File: src/rtl/aip_pkg.sv
// shared constants for the analog input parameter and diagnostic bank
package aip_pkg;
    localparam int NCH = 4;
    // access spaces on the link: record set, can index, ethercat object
    localparam logic [1:0] SP_REC = 2'h0;
    localparam logic [1:0] SP_COE = 2'h1;
    localparam logic [1:0] SP_ECAT = 2'h2;
    localparam logic [15:0] REC_DIAG_HDR = 16'h0000;
    localparam logic [15:0] REC_DIAG = 16'h0001;
    localparam logic [15:0] REC_REJ = 16'h0001;
    localparam logic [15:0] REC_FN0 = 16'h0080;
    localparam logic [15:0] IX_PARAM = 16'h3100;
    localparam logic [15:0] IX_DIAG_HDR = 16'h2F00;
    localparam logic [15:0] IX_DIAG = 16'h2F01;
    localparam logic [15:0] IX_ECAT_DIAG = 16'h5005;
    localparam logic [7:0] SX_REJ = 8'h01;
    localparam logic [7:0] SX_DIAG0 = 8'h02;
    localparam logic [7:0] SX_RSVD_LAST = 8'h11;
    localparam logic [7:0] SX_TSTAMP = 8'h13;
    localparam logic [7:0] DIAG_HDR_LEN = 8'h04;
    localparam logic [7:0] DIAG_LEN = 8'h14;
    // parameter values and reset values
    localparam logic [7:0] FN_S7 = 8'h10;
    localparam logic [7:0] FN_S5 = 8'h20;
    localparam logic [7:0] FN_OFF = 8'hFF;
    localparam logic [7:0] RST_REJ = 8'h00;
    localparam logic [7:0] RST_FN = 8'h10;
    localparam logic [1:0] REJ_OFF = 2'h0;
    localparam logic [1:0] REJ_60 = 2'h1;
    localparam logic [1:0] REJ_50 = 2'h2;
    // fixed descriptor bytes
    localparam logic [7:0] MOD_CLASS = 8'h15;
    localparam logic [7:0] CH_KIND = 8'h71;
    localparam logic [7:0] DIAG_BITS = 8'h08;
    localparam logic [7:0] CH_COUNT = 8'h04;
    // value limits, two's complement
    localparam logic signed [15:0] S7_OVER = 16'sh7EFF;
    localparam logic signed [15:0] S7_UNDER = 16'shED00;
    localparam logic signed [15:0] S5_OVER = 16'sh5000;
    localparam logic signed [15:0] S5_UNDER = 16'shF333;
    // 16384/27648 in 0.16 fixed point
    localparam logic [15:0] S5_MUL = 16'h97B4;
    // diagnostic bit positions
    localparam int SUM_FAIL = 0;
    localparam int SUM_EXT = 2;
    localparam int SUM_CH = 3;
    localparam int SUM_AUX = 4;
    localparam int SUM_PRM = 7;
    localparam int CHE_PRM = 0;
    localparam int CHE_UNDER = 6;
    localparam int CHE_OVER = 7;
    // microsecond ticker
    localparam int US_NS = 1000;
    localparam int CLK_NS = 5;
    localparam int CYC_PER_US = US_NS / CLK_NS;
    // coupler software registers
    localparam logic [3:0] CR_CTRL = 4'h0;
    localparam logic [3:0] CR_INDEX = 4'h1;
    localparam logic [3:0] CR_SUB = 4'h2;
    localparam logic [3:0] CR_WDATA = 4'h3;
    localparam logic [3:0] CR_RDATA = 4'h4;
    localparam logic [3:0] CR_STATUS = 4'h5;
    localparam logic [3:0] CR_IRQ_STAT = 4'h6;
    localparam logic [3:0] CR_IRQ_CLR = 4'h7;
    localparam logic [3:0] CR_IRQ_EN = 4'h8;
    localparam logic [3:0] CR_SLOT = 4'h9;
    localparam int IRQ_DONE = 0;
    localparam int IRQ_NACK = 1;
endpackage

File: src/rtl/aip_link_if.sv
// link between the bus coupler and the analog input module
`timescale 1ns/1ps
interface aip_link_if;
    logic req;
    logic wr;
    logic [1:0] space;
    logic [15:0] idx;
    logic [7:0] sub;
    logic [7:0] wdata;
    logic [7:0] slot;
    logic ack;
    logic nack;
    logic [31:0] rdata;
    modport dev (input req, wr, space, idx, sub, wdata, slot,
                 output ack, nack, rdata);
    modport cpl (output req, wr, space, idx, sub, wdata, slot,
                 input ack, nack, rdata);
endinterface

File: src/rtl/aip_module.sv
// analog input module: parameter bytes, diagnostic record, value format
`timescale 1ns/1ps
module aip_module (
    input wire logic i_clk_sys,
    input wire logic i_rstn,
    input wire logic i_ce,
    aip_link_if.dev lnk,
    input wire logic i_smp_vld,
    input wire logic [1:0] i_smp_ch,
    input wire logic signed [15:0] i_smp_val,
    input wire logic i_supply_ok,
    output logic [aip_pkg::NCH-1:0][15:0] o_meas,
    output logic [aip_pkg::NCH-1:0] o_meas_vld,
    output logic [aip_pkg::NCH-1:0] o_rej_60,
    output logic [aip_pkg::NCH-1:0] o_rej_50,
    output logic [aip_pkg::NCH-1:0] o_ch_err_led,
    output logic o_mod_err_led
);
    import aip_pkg::*;

    typedef struct packed {
        logic [7:0] rej;
        logic [NCH-1:0][7:0] fn;
        logic [NCH-1:0][15:0] meas;
        logic [NCH-1:0] meas_vld;
        logic [NCH-1:0] over;
        logic [NCH-1:0] under;
        logic [NCH-1:0] r60;
        logic [NCH-1:0] r50;
        logic sup_m;
        logic sup_s;
        logic [7:0] presc;
        logic [31:0] us;
        logic [31:0] tstamp;
        logic [7:0] summ;
        logic [NCH-1:0] grp;
        logic [NCH-1:0][7:0] group_error_flags;
        logic [NCH-1:0] led;
        logic mled;
        logic ack;
        logic nack;
        logic [31:0] rdata;
    } aip_dev_st_t;

    aip_dev_st_t s_r;
    aip_dev_st_t s_nxt;

    logic phit;
    logic dhit;
    logic tshit;
    logic [2:0] pidx;
    logic [7:0] dsel;
    logic [NCH-1:0] prm;
    logic [NCH-1:0] off;
    logic signed [15:0] raw;

    // saturate a value into the range of the selected format
    function automatic logic [15:0] clamp(input logic signed [15:0] v,
                                          input logic signed [15:0] hi,
                                          input logic signed [15:0] lo);
        logic [15:0] r;
        r = v;
        if (v > hi) begin
            r = hi;
        end else if (v < lo) begin
            r = lo;
        end
        return r;
    endfunction

    // rescale the 27648-based input to the 16384-based format; rounded,
    // since plain truncation would leave full scale one count short
    function automatic logic signed [15:0] scale_s5(
            input logic signed [15:0] v);
        logic signed [32:0] p;
        p = v * $signed({1'b0, S5_MUL}) + 33'sh8000;
        return p[31:16];
    endfunction

    // one byte of the diagnostic record by its position
    function automatic logic [7:0] diag_byte(input aip_dev_st_t st,
                                             input logic [7:0] i);
        logic [7:0] b;
        b = 8'h00;
        case (i)
            8'h00: b = st.summ;
            8'h01: b = MOD_CLASS;
            8'h04: b = CH_KIND;
            8'h05: b = DIAG_BITS;
            8'h06: b = CH_COUNT;
            8'h07: b = {4'h0, st.grp};
            8'h08: b = st.group_error_flags[0];
            8'h09: b = st.group_error_flags[1];
            8'h0A: b = st.group_error_flags[2];
            8'h0B: b = st.group_error_flags[3];
            8'h10: b = st.tstamp[7:0];
            8'h11: b = st.tstamp[15:8];
            8'h12: b = st.tstamp[23:16];
            8'h13: b = st.tstamp[31:24];
            default: b = 8'h00;
        endcase
        return b;
    endfunction

    always_comb begin
        s_nxt = s_r;
        s_nxt.ack = 1'b0;
        s_nxt.nack = 1'b0;
        s_nxt.rdata = 32'h0000_0000;
        s_nxt.meas_vld = '0;
        phit = 1'b0;
        dhit = 1'b0;
        tshit = 1'b0;
        pidx = 3'h0;
        dsel = lnk.sub;
        raw = i_smp_val;

        // supply pin comes from outside, two stages first
        s_nxt.sup_m = i_supply_ok;
        s_nxt.sup_s = s_r.sup_m;

        // free-running ticker, wraps at 2^32-1 on its own
        if (s_r.presc == 8'(CYC_PER_US - 1)) begin
            s_nxt.presc = 8'h00;
            s_nxt.us = s_r.us + 32'h0000_0001;
        end else begin
            s_nxt.presc = s_r.presc + 8'h01;
        end

        // address decode per access space; the answer is always one cycle
        // later so the coupler never has to poll
        if (lnk.req) begin
            s_nxt.ack = 1'b1;
            case (lnk.space)
                SP_REC: begin
                    if (lnk.wr && lnk.sub == 8'h00) begin
                        if (lnk.idx == REC_REJ) begin
                            phit = 1'b1;
                        end else if (lnk.idx >= REC_FN0 &&
                                     lnk.idx < REC_FN0 + 16'h0004) begin
                            phit = 1'b1;
                            pidx = 3'(lnk.idx - REC_FN0) + 3'h1;
                        end
                    end else if (!lnk.wr && lnk.idx == REC_DIAG) begin
                        dhit = lnk.sub < DIAG_LEN;
                    end else if (!lnk.wr && lnk.idx == REC_DIAG_HDR) begin
                        dhit = lnk.sub < DIAG_HDR_LEN;
                    end
                end
                SP_COE: begin
                    if (lnk.sub == 8'h00 && lnk.idx >= IX_PARAM &&
                        lnk.idx <= IX_PARAM + 16'h0004) begin
                        phit = 1'b1;
                        pidx = 3'(lnk.idx - IX_PARAM);
                    end else if (!lnk.wr && lnk.idx == IX_DIAG) begin
                        dhit = lnk.sub < DIAG_LEN;
                    end else if (!lnk.wr && lnk.idx == IX_DIAG_HDR) begin
                        dhit = lnk.sub < DIAG_HDR_LEN;
                    end
                end
                SP_ECAT: begin
                    if (lnk.idx == IX_PARAM + {8'h00, lnk.slot} &&
                        lnk.sub >= SX_REJ &&
                        lnk.sub <= SX_REJ + 8'h04) begin
                        phit = 1'b1;
                        pidx = 3'(lnk.sub - SX_REJ);
                    end else if (!lnk.wr && lnk.idx == IX_ECAT_DIAG) begin
                        if (lnk.sub == SX_TSTAMP) begin
                            tshit = 1'b1;
                        end else if (lnk.sub >= SX_DIAG0 &&
                                     lnk.sub <= SX_RSVD_LAST) begin
                            dhit = 1'b1;
                            dsel = lnk.sub - SX_DIAG0;
                        end
                    end
                end
                default: begin
                end
            endcase

            if (phit) begin
                if (pidx == 3'h0) begin
                    s_nxt.rdata = {24'h0, s_r.rej};
                    if (lnk.wr) begin
                        s_nxt.rej = lnk.wdata;
                    end
                end else begin
                    s_nxt.rdata = {24'h0, s_r.fn[2'(pidx - 3'h1)]};
                    if (lnk.wr) begin
                        s_nxt.fn[2'(pidx - 3'h1)] = lnk.wdata;
                    end
                end
            end else if (dhit) begin
                s_nxt.rdata = {24'h0, diag_byte(s_r, dsel)};
            end else if (tshit) begin
                s_nxt.rdata = s_r.tstamp;
            end else begin
                s_nxt.nack = 1'b1;
            end
        end

        // per-channel parameter check and rejection decode
        for (int c = 0; c < NCH; c++) begin
            off[c] = s_nxt.fn[c] == FN_OFF;
            prm[c] = s_nxt.rej[2*c+:2] == 2'h3 ||
                     !(s_nxt.fn[c] == FN_S7 || s_nxt.fn[c] == FN_S5 ||
                       off[c]);
            s_nxt.r60[c] = s_nxt.rej[2*c+:2] == REJ_60;
            s_nxt.r50[c] = s_nxt.rej[2*c+:2] == REJ_50;
        end

        // conversions of a disabled or misconfigured channel are dropped
        if (i_smp_vld && !off[i_smp_ch] && !prm[i_smp_ch]) begin
            s_nxt.meas_vld[i_smp_ch] = 1'b1;
            s_nxt.over[i_smp_ch] = raw > S7_OVER;
            s_nxt.under[i_smp_ch] = raw < S7_UNDER;
            if (s_nxt.fn[i_smp_ch] == FN_S5) begin
                s_nxt.meas[i_smp_ch] =
                    clamp(scale_s5(raw), S5_OVER, S5_UNDER);
            end else begin
                s_nxt.meas[i_smp_ch] = clamp(raw, S7_OVER, S7_UNDER);
            end
        end

        // flags track the present condition only
        for (int c = 0; c < NCH; c++) begin
            if (off[c] || prm[c]) begin
                s_nxt.over[c] = 1'b0;
                s_nxt.under[c] = 1'b0;
            end
            if (off[c]) begin
                s_nxt.meas[c] = 16'h0000;
            end
            s_nxt.group_error_flags[c] = 8'h00;
            s_nxt.group_error_flags[c][CHE_PRM] = prm[c];
            s_nxt.group_error_flags[c][CHE_UNDER] = s_nxt.under[c];
            s_nxt.group_error_flags[c][CHE_OVER] = s_nxt.over[c];
            s_nxt.grp[c] = |s_nxt.group_error_flags[c];
            s_nxt.led[c] = s_nxt.grp[c];
        end

        // summary byte; internal error is never raised here
        s_nxt.summ = 8'h00;
        s_nxt.summ[SUM_AUX] = !s_r.sup_s;
        s_nxt.summ[SUM_PRM] = |prm;
        s_nxt.summ[SUM_CH] = |s_nxt.grp;
        s_nxt.summ[SUM_EXT] = !s_r.sup_s || |(s_nxt.over | s_nxt.under);
        s_nxt.summ[SUM_FAIL] = s_nxt.summ[SUM_EXT] || |prm;
        s_nxt.mled = s_nxt.summ[SUM_FAIL];

        // stamp the ticker when a new error shows up; no interrupt is
        // raised, the coupler fetches the record when it wants
        if (|({s_nxt.summ, s_nxt.group_error_flags} & ~{s_r.summ, s_r.group_error_flags})) begin
            s_nxt.tstamp = s_r.us;
        end
    end

    always_ff @(posedge i_clk_sys or negedge i_rstn) begin
        if (!i_rstn) begin
            s_r <= '0;
            s_r.rej <= RST_REJ;
            s_r.fn <= {NCH{RST_FN}};
            s_r.sup_s <= 1'b1; // assume supply good until sampled
            s_r.sup_m <= 1'b1;
        end else if (i_ce) begin
            s_r <= s_nxt;
        end
    end

    assign lnk.ack = s_r.ack;
    assign lnk.nack = s_r.nack;
    assign lnk.rdata = s_r.rdata;
    assign o_meas = s_r.meas;
    assign o_meas_vld = s_r.meas_vld;
    assign o_rej_60 = s_r.r60;
    assign o_rej_50 = s_r.r50;
    assign o_ch_err_led = s_r.led;
    assign o_mod_err_led = s_r.mled;
endmodule

File: src/flat_wrapper.sv
// flat-port wrapper written by rule: the top's interface ports become plain ports
module aip_module_flat import aip_pkg::*;
  (i_clk_sys, i_rstn, i_ce, i_smp_vld, i_smp_ch, i_smp_val, i_supply_ok, o_meas, o_meas_vld, o_rej_60, o_rej_50, o_ch_err_led, o_mod_err_led, lnk_req, lnk_wr, lnk_space, lnk_idx, lnk_sub, lnk_wdata, lnk_slot, lnk_ack, lnk_nack, lnk_rdata);
  aip_link_if lnk_i ();
  input wire logic i_clk_sys;
  input wire logic i_rstn;
  input wire logic i_ce;
  input wire logic i_smp_vld;
  input wire logic [1:0] i_smp_ch;
  input wire logic signed [15:0] i_smp_val;
  input wire logic i_supply_ok;
  output logic [aip_pkg::NCH-1:0][15:0] o_meas;
  output logic [aip_pkg::NCH-1:0] o_meas_vld;
  output logic [aip_pkg::NCH-1:0] o_rej_60;
  output logic [aip_pkg::NCH-1:0] o_rej_50;
  output logic [aip_pkg::NCH-1:0] o_ch_err_led;
  output logic o_mod_err_led;
  input wire logic [$bits(lnk_i.req)-1:0] lnk_req;
  input wire logic [$bits(lnk_i.wr)-1:0] lnk_wr;
  input wire logic [$bits(lnk_i.space)-1:0] lnk_space;
  input wire logic [$bits(lnk_i.idx)-1:0] lnk_idx;
  input wire logic [$bits(lnk_i.sub)-1:0] lnk_sub;
  input wire logic [$bits(lnk_i.wdata)-1:0] lnk_wdata;
  input wire logic [$bits(lnk_i.slot)-1:0] lnk_slot;
  output wire logic [$bits(lnk_i.ack)-1:0] lnk_ack;
  output wire logic [$bits(lnk_i.nack)-1:0] lnk_nack;
  output wire logic [$bits(lnk_i.rdata)-1:0] lnk_rdata;
  assign lnk_i.req = lnk_req;
  assign lnk_i.wr = lnk_wr;
  assign lnk_i.space = lnk_space;
  assign lnk_i.idx = lnk_idx;
  assign lnk_i.sub = lnk_sub;
  assign lnk_i.wdata = lnk_wdata;
  assign lnk_i.slot = lnk_slot;
  assign lnk_ack = lnk_i.ack;
  assign lnk_nack = lnk_i.nack;
  assign lnk_rdata = lnk_i.rdata;
  aip_module u_core (.i_clk_sys(i_clk_sys), .i_rstn(i_rstn), .i_ce(i_ce), .lnk(lnk_i), .i_smp_vld(i_smp_vld), .i_smp_ch(i_smp_ch), .i_smp_val(i_smp_val), .i_supply_ok(i_supply_ok), .o_meas(o_meas), .o_meas_vld(o_meas_vld), .o_rej_60(o_rej_60), .o_rej_50(o_rej_50), .o_ch_err_led(o_ch_err_led), .o_mod_err_led(o_mod_err_led));
endmodule
File: config.mk
export PLATFORM = sky130hd
export DESIGN_NAME = aip_module_flat
export DESIGN_NICKNAME = d
export VERILOG_FILES = /design/src/rtl/aip_pkg.sv /design/src/rtl/aip_link_if.sv /design/src/rtl/aip_module.sv /design/src/flat_wrapper.sv
export SDC_FILE = /design/constraint.sdc
export NUM_CORES = 1
export LEC_CHECK = 0
export BUFFER_PORTS_ARGS = -buffer_cell sky130_fd_sc_hd__clkbuf_2
export CAP_MARGIN = 15
export CORE_MARGIN = 10
export CORE_UTILIZATION = 55
export CTS_CLUSTER_DIAMETER = 100
export DETAILED_ROUTE_END_ITERATION = 16
export PLACE_DENSITY = 0.75
export SYNTH_ARGS = -nofsm -noshare
export SYNTH_HDL_FRONTEND = slang
export SYNTH_SLANG_ARGS = --single-unit
File: constraint.sdc
create_clock -name i_clk_sys -period 3.8 [get_ports i_clk_sys]
set_clock_uncertainty 0.05 [all_clocks]
set_input_delay 0.57 -clock i_clk_sys [delete_from_list [all_inputs] [get_ports i_clk_sys]]
set_output_delay 0.57 -clock i_clk_sys [all_outputs]
set_load 0.01 [all_outputs]
* After elaboration in Yosys (flattened, before gate mapping) *
Index checks and enable logic that the tools add are counted.

storage, ports and cells
  output and inout bits = 115
  memories = 0
  word-level logic and storage cells = 267
  register bits = 254
  input bits = 67
  bits in latches = 0
  bits in writable memories = 0
  bits in read-only memories = 0

cells by class
  eq/ne operators = 47
  multiply operators = 1
  mux-type cells = 94
  magnitude comparators = 18
  bitwise logic cells = 3
  reduce and logical (&&, ||, !) cells = 65
  $add $sub $neg = 10
  shifts and indexed selects = 0
  divide/modulo/power cells = 0

operator list
  operator                count
  $mux 16                 13
  $mux 32                 5
  $bwmux 64               2
  $pmux 8 s14             1
  $mux 8                  13
  $mux 40                 2
  $mux 76                 1
  $eq 8x5->1 const B      9
  $mux 64                 1
  $and 40x40->40          1
  $eq 8x6->1 const B      5
  $eq 8x8->1 const B      5
  $not 40->40             1
  $reduce_or 40->1        1
  $mux 1                  36
  $mux 34                 1
  $add 32x1->32 const B   1
  $add 32x17->32 const B  1
  $bmux 8 s2              2
  $bwmux 32               1
  $demux 16 s2            1
  $eq 16x14->1 const B    2
  $eq 8x3->1 const B      4
  $eq 8x4->1 const B      4
  48 further kinds        125

* Longest topological paths before layout *
  word-level depth = 38
  gate-level depth with buffers = 34
  depth with buffers taken out = 34

* Worst setup path before layout *
No wires, ideal clock.

  path kind = input-to-reg
  start point = in i_smp_val[6]
  end point = reg u_core.s_r (netlist bit u_core.o_meas[22])
  required time = 3654 ps
  data arrival time = 8619 ps
  cell stages on the path = 32
  path slack = -4964 ps
  setup time = 96 ps
  path buffers = 0
  cell sequence = ha_1 > inv_1 > fa_1 > inv_1 > fa_1 > inv_1 > fa_1 > inv_1 > fa_1 > inv_1 > fa_1 > inv_1 > ha_1 > and4_1 > a21oi_1 > a21bo_2 > o21ai_0 > nand2b_1 > xor2_1 > ha_1 > nand2_1 > a2111oi_0 > nand4_1 > nor4_1 > nand3_1 > or2_2 > a211oi_1 > xnor2_1 > nand4b_1 > ha_1 > or3b_2 > o31ai_1

between the ends
  word-level cells in the longest chain between the ends = 11
  elaborated cells between the ends (all ways) = 19
  classes of those cells = 1 x add/sub; 1 x mul; 4 x order compare; 13 x mux

RTL lines
  element                 line                text
  start: declaration      flat_wrapper.sv:10  input wire logic signed [15:0] i_smp_val;
  $mul 16x15->30          aip_module.sv:76    p = v * $signed({1'b0, S5_MUL}) + 33'sh8000;
  $add 32x17->32          aip_module.sv:76
  $lt 16x13->1            aip_module.sv:65    end else if (v < lo) begin
  $mux 16                 aip_module.sv:65
  $mux 16                 aip_module.sv:63    if (v > hi) begin
  $mux 16                 aip_module.sv:217   if (s_nxt.fn[i_smp_ch] == FN_S5) begin
  $mux 16                 aip_module.sv:213   if (i_smp_vld && !off[i_smp_ch] && !prm[i_smp_ch]) begin
  $bwmux 64               aip_module.sv:218   s_nxt.meas[i_smp_ch] =
  $mux 64 *               aip_module.sv:217
  $mux 76 *               aip_module.sv:213
  $mux 16 *               aip_module.sv:231   if (off[c]) begin
  end signal: assignment  aip_module.sv:266   s_r <= s_nxt;
  end: declaration        aip_module.sv:45    aip_dev_st_t s_r;

Mark *: on every way between the ends. The rest lies on a longest branch, timed or not. The select of a mux whose other input is x is not followed.
A chain may end at the register's enable or synchronous reset.

* Final worst setup path *
  start point = in i_smp_val[6]
  end point = reg u_core.s_r (netlist bit u_core.o_meas[20])

The elaborated chain is that of the path after synthesis.

==> flow_summary.toml <==
[timing]
post-route-min-period_ps = 7685
finalHoldViolations = 12
finalSetupViolations = 114
worst_pin_slew_ps = 1102
rsz0062_at_grt = "true"
finalCritPeriodShare_pct = 202.2
drv_slew = 0
fin_hold_ws_ps = -22.45
setup_ws_ps = -3885
fmax_ghz = 0.1301
max-slew-margin-rel_pct = 25.74

[clocking]
cts_inserted_buffers = 28
htreeDepth = 1
clkSinkCount = 245
tritoncts = "built"
path_clk_slew_ps = 70
insertion_delay_ps = 580
cts-root-buf = "clkbuf_16"
hold_buffers = 0
clock_tree.buffer_depth = 3

[critical_path]
crit_path_max_incr_delay_ps = 510
cp_max_fo = 5
crit_type = "in -> reg"
cp.arrival_ps = 8090
cp_slowest_cell = "fa_1"
worst_path_most_repeated_cell = "fa_1"
end_kind = "register"
required_ps = 4200
startpoint_type = "input pin"

[place]
place_hpwl_um = 47530
port_buffers = 181
routabilityCongestion = 0.9572

[detailed_routing]
drc = 0
num_vias = 17950
avgViaCountPerCell = 6.197
drt_wl_total_um = 67850
dr.pass1.iters = 8
ant_nets = 0
wl_per_cell_um = 23.42
first_iter_violations = 1835

[floorplanning]
start_util_pct = 56.18
rows = 68
fp.dieW_um = 208.5
core_area_um2 = 34800
die_h_um = 208.5
ios = 182
dieArea_um2 = 43490

[logic_synthesis]
avgSynthCellArea_um2 = 10.03
ys.flop_type = "dfrtp_1"
synth_enable_flop_cells = 0
synthArstFlopShare_pct = 100.0
synth_top_area_cell = "dfrtp_1"
synthTopCellsByCount = "dfrtp_1, inv_1, ha_1"
synth_top_area_share_pct = 30.59
ys_warn_count = 0
yosysMostFrequentCell = "dfrtp_1"
synthCells = 1949
syn_area_um2 = 19550
synth_cell_types = 90
synth-seq-cells = 245
netlist_top_cells_area = "dfrtp_1, fa_1, ha_1"
yosysSeqAreaShare_pct = 31.40
syn_nets = 2256

[global_route]
grt_overflow = 0
track_usage_pct = 28.30
grt_pass1_wl_um = 100700
first_global_vias = 18520
grt_max_degree = 97
grt_antenna_before_repair = 1

[worst_hold_path]
hp-class = "in -> async"

[outcome]
outcome = "complete, but fails checks"
violations = "hold timing, setup timing"

[finish]
layout-drive-gt1-share_pct = 40.43
final_nets = 2727
final_util_pct = 75.72
area_delta_synth_final_pct = 34.78

[job]
maxCapViolations = 0
==> per-stage QoR <==
| step | setup TNS [ps] | setup WS [ps] | cell area [um2] | hold WS [ps] | std cells |
|---|---|---|---|---|---|
| after detailed placement | -369230 | -4431 | 23640 | 418.0 | 2796 |
| final | -287690 | -3885 | 26350 | -22.45 | 2897 |
| after floorplan | -312520 | -4100 | 20260 | 224.4 | 1949 |
| after global placement | -346280 | -4199 | 23640 | 410.7 | 2796 |
| after CTS | -261200 | -3547 | 25520 | 19.05 | 2880 |
| after global routing | -307970 | -4085 | 26350 | 50.05 | 2897 |
==> placed cells by master (no fill, tap or decap), types with 8 or more instances in the layout <==
cell type / instances
nand2_1: 112
mux2_2: 32
a22oi_1: 59
and3_1: 8
nor2b_1: 13
inv_1: 168
mux4_2: 15
fa_1: 104
nand2b_1: 12
dfrtp_1: 239
mux2_4: 47
ha_4: 13
a22o_1: 26
nor3_1: 25
buf_6: 33
xor2_1: 35
a21o_1: 17
clkbuf_16: 36
o31ai_4: 23
inv_2: 11
nor2_1: 107
xnor2_1: 52
nand3_1: 34
mux2i_1: 32
a21oi_1: 40
clkbuf_2: 169
nor4_1: 14
and2_1: 12
o31ai_1: 14
o21ai_0: 57
ha_1: 119
buf_4: 387
nor2_4: 8
clkbuf_8: 8
o31ai_2: 29
buf_12: 17
nand4_1: 37
o21ai_1: 13
==> cell families after synthesis <==
| logic type | count (synthesis) | share of synthesized area [%] |
|---|---|---|
| simple gates | 486 | 12.65 |
| compound gates | 388 | 14.37 |
| buf+inv | 367 | 9.370 |
| flops | 245 | 31.40 |
| fa+ha+maj | 240 | 19.35 |
| mux | 130 | 8.698 |
| xor+xnor | 93 | 4.166 |
==> worst max-delay path, delay by kind of cell <==
kind            cells  cell delay, ps
compound gates      6            1420
xor+xnor            1             110
buf+inv            14            1330
simple gates        6            1280
fa+ha+maj           8            3350
==> flip-flops by register name (all words and copies together), names as in the netlist <==
signal	flops
u_core.lnk.rdata	32
u_core.o_rej_50	4
u_core.s_nxt	1
u_core.o_rej_60	4
u_core.s_r	134
u_core.o_meas	64
u_core.o_meas_vld	4
u_core.lnk.ack	1
u_core.lnk.nack	1
==> timing repair <==
| item | CTS | global route |
|---|---|---|
| gates resized for setup | 129 | 132 |
| setup buffers | 33 | 13 |
| pin swaps | 51 | 32 |
| endpoints found under the setup margin | 116 | 119 |
| cloned | 3 | 6 |
==> worst paths after layout <==
path	cells after the start	end	slack, ps	from
worst max-delay path	35	u_core.o_meas[20]	-3880	i_smp_val[6]
worst min-delay path	1	u_core.lnk.rdata[21]	-20	i_rstn
worst max register to register	12	u_core.s_r[110]	0	u_core.s_r[253]
worst min register to register	1	u_core.o_rej_60[3]	430	u_core.o_rej_60[3]
max in group asynchronous	2	u_core.s_nxt[155]	2750	i_rstn
min in group i_clk_sys	2	u_core.s_r[275]	240	lnk_wdata[2]
==> cell type report <==
cell class / count / area [um2]
clock buffer: 40 / 827.0
clock inverter: 11 / 145.1
fill: 2153 / 8448
multi-input combinational: 1337 / 13130
sequential: 245 / 6138
tap: 455 / 569.3
timing repair buffer: 625 / 4813
inverter: 183 / 723.2
antenna: 1 / 2.502
==> layer usage <==
metal	wire length, um	part of all wire (%)	track usage (%)
met1	24960	37	34.03
met2	33070	49	48.95
met3	5634	8.3	4.119
met4	4187	6.2	13.33
met5	0	0	0
Power is left out: the tool's default activity adds up to more than one toggle a clock period on the data nets, which glitch-free logic cannot reach.
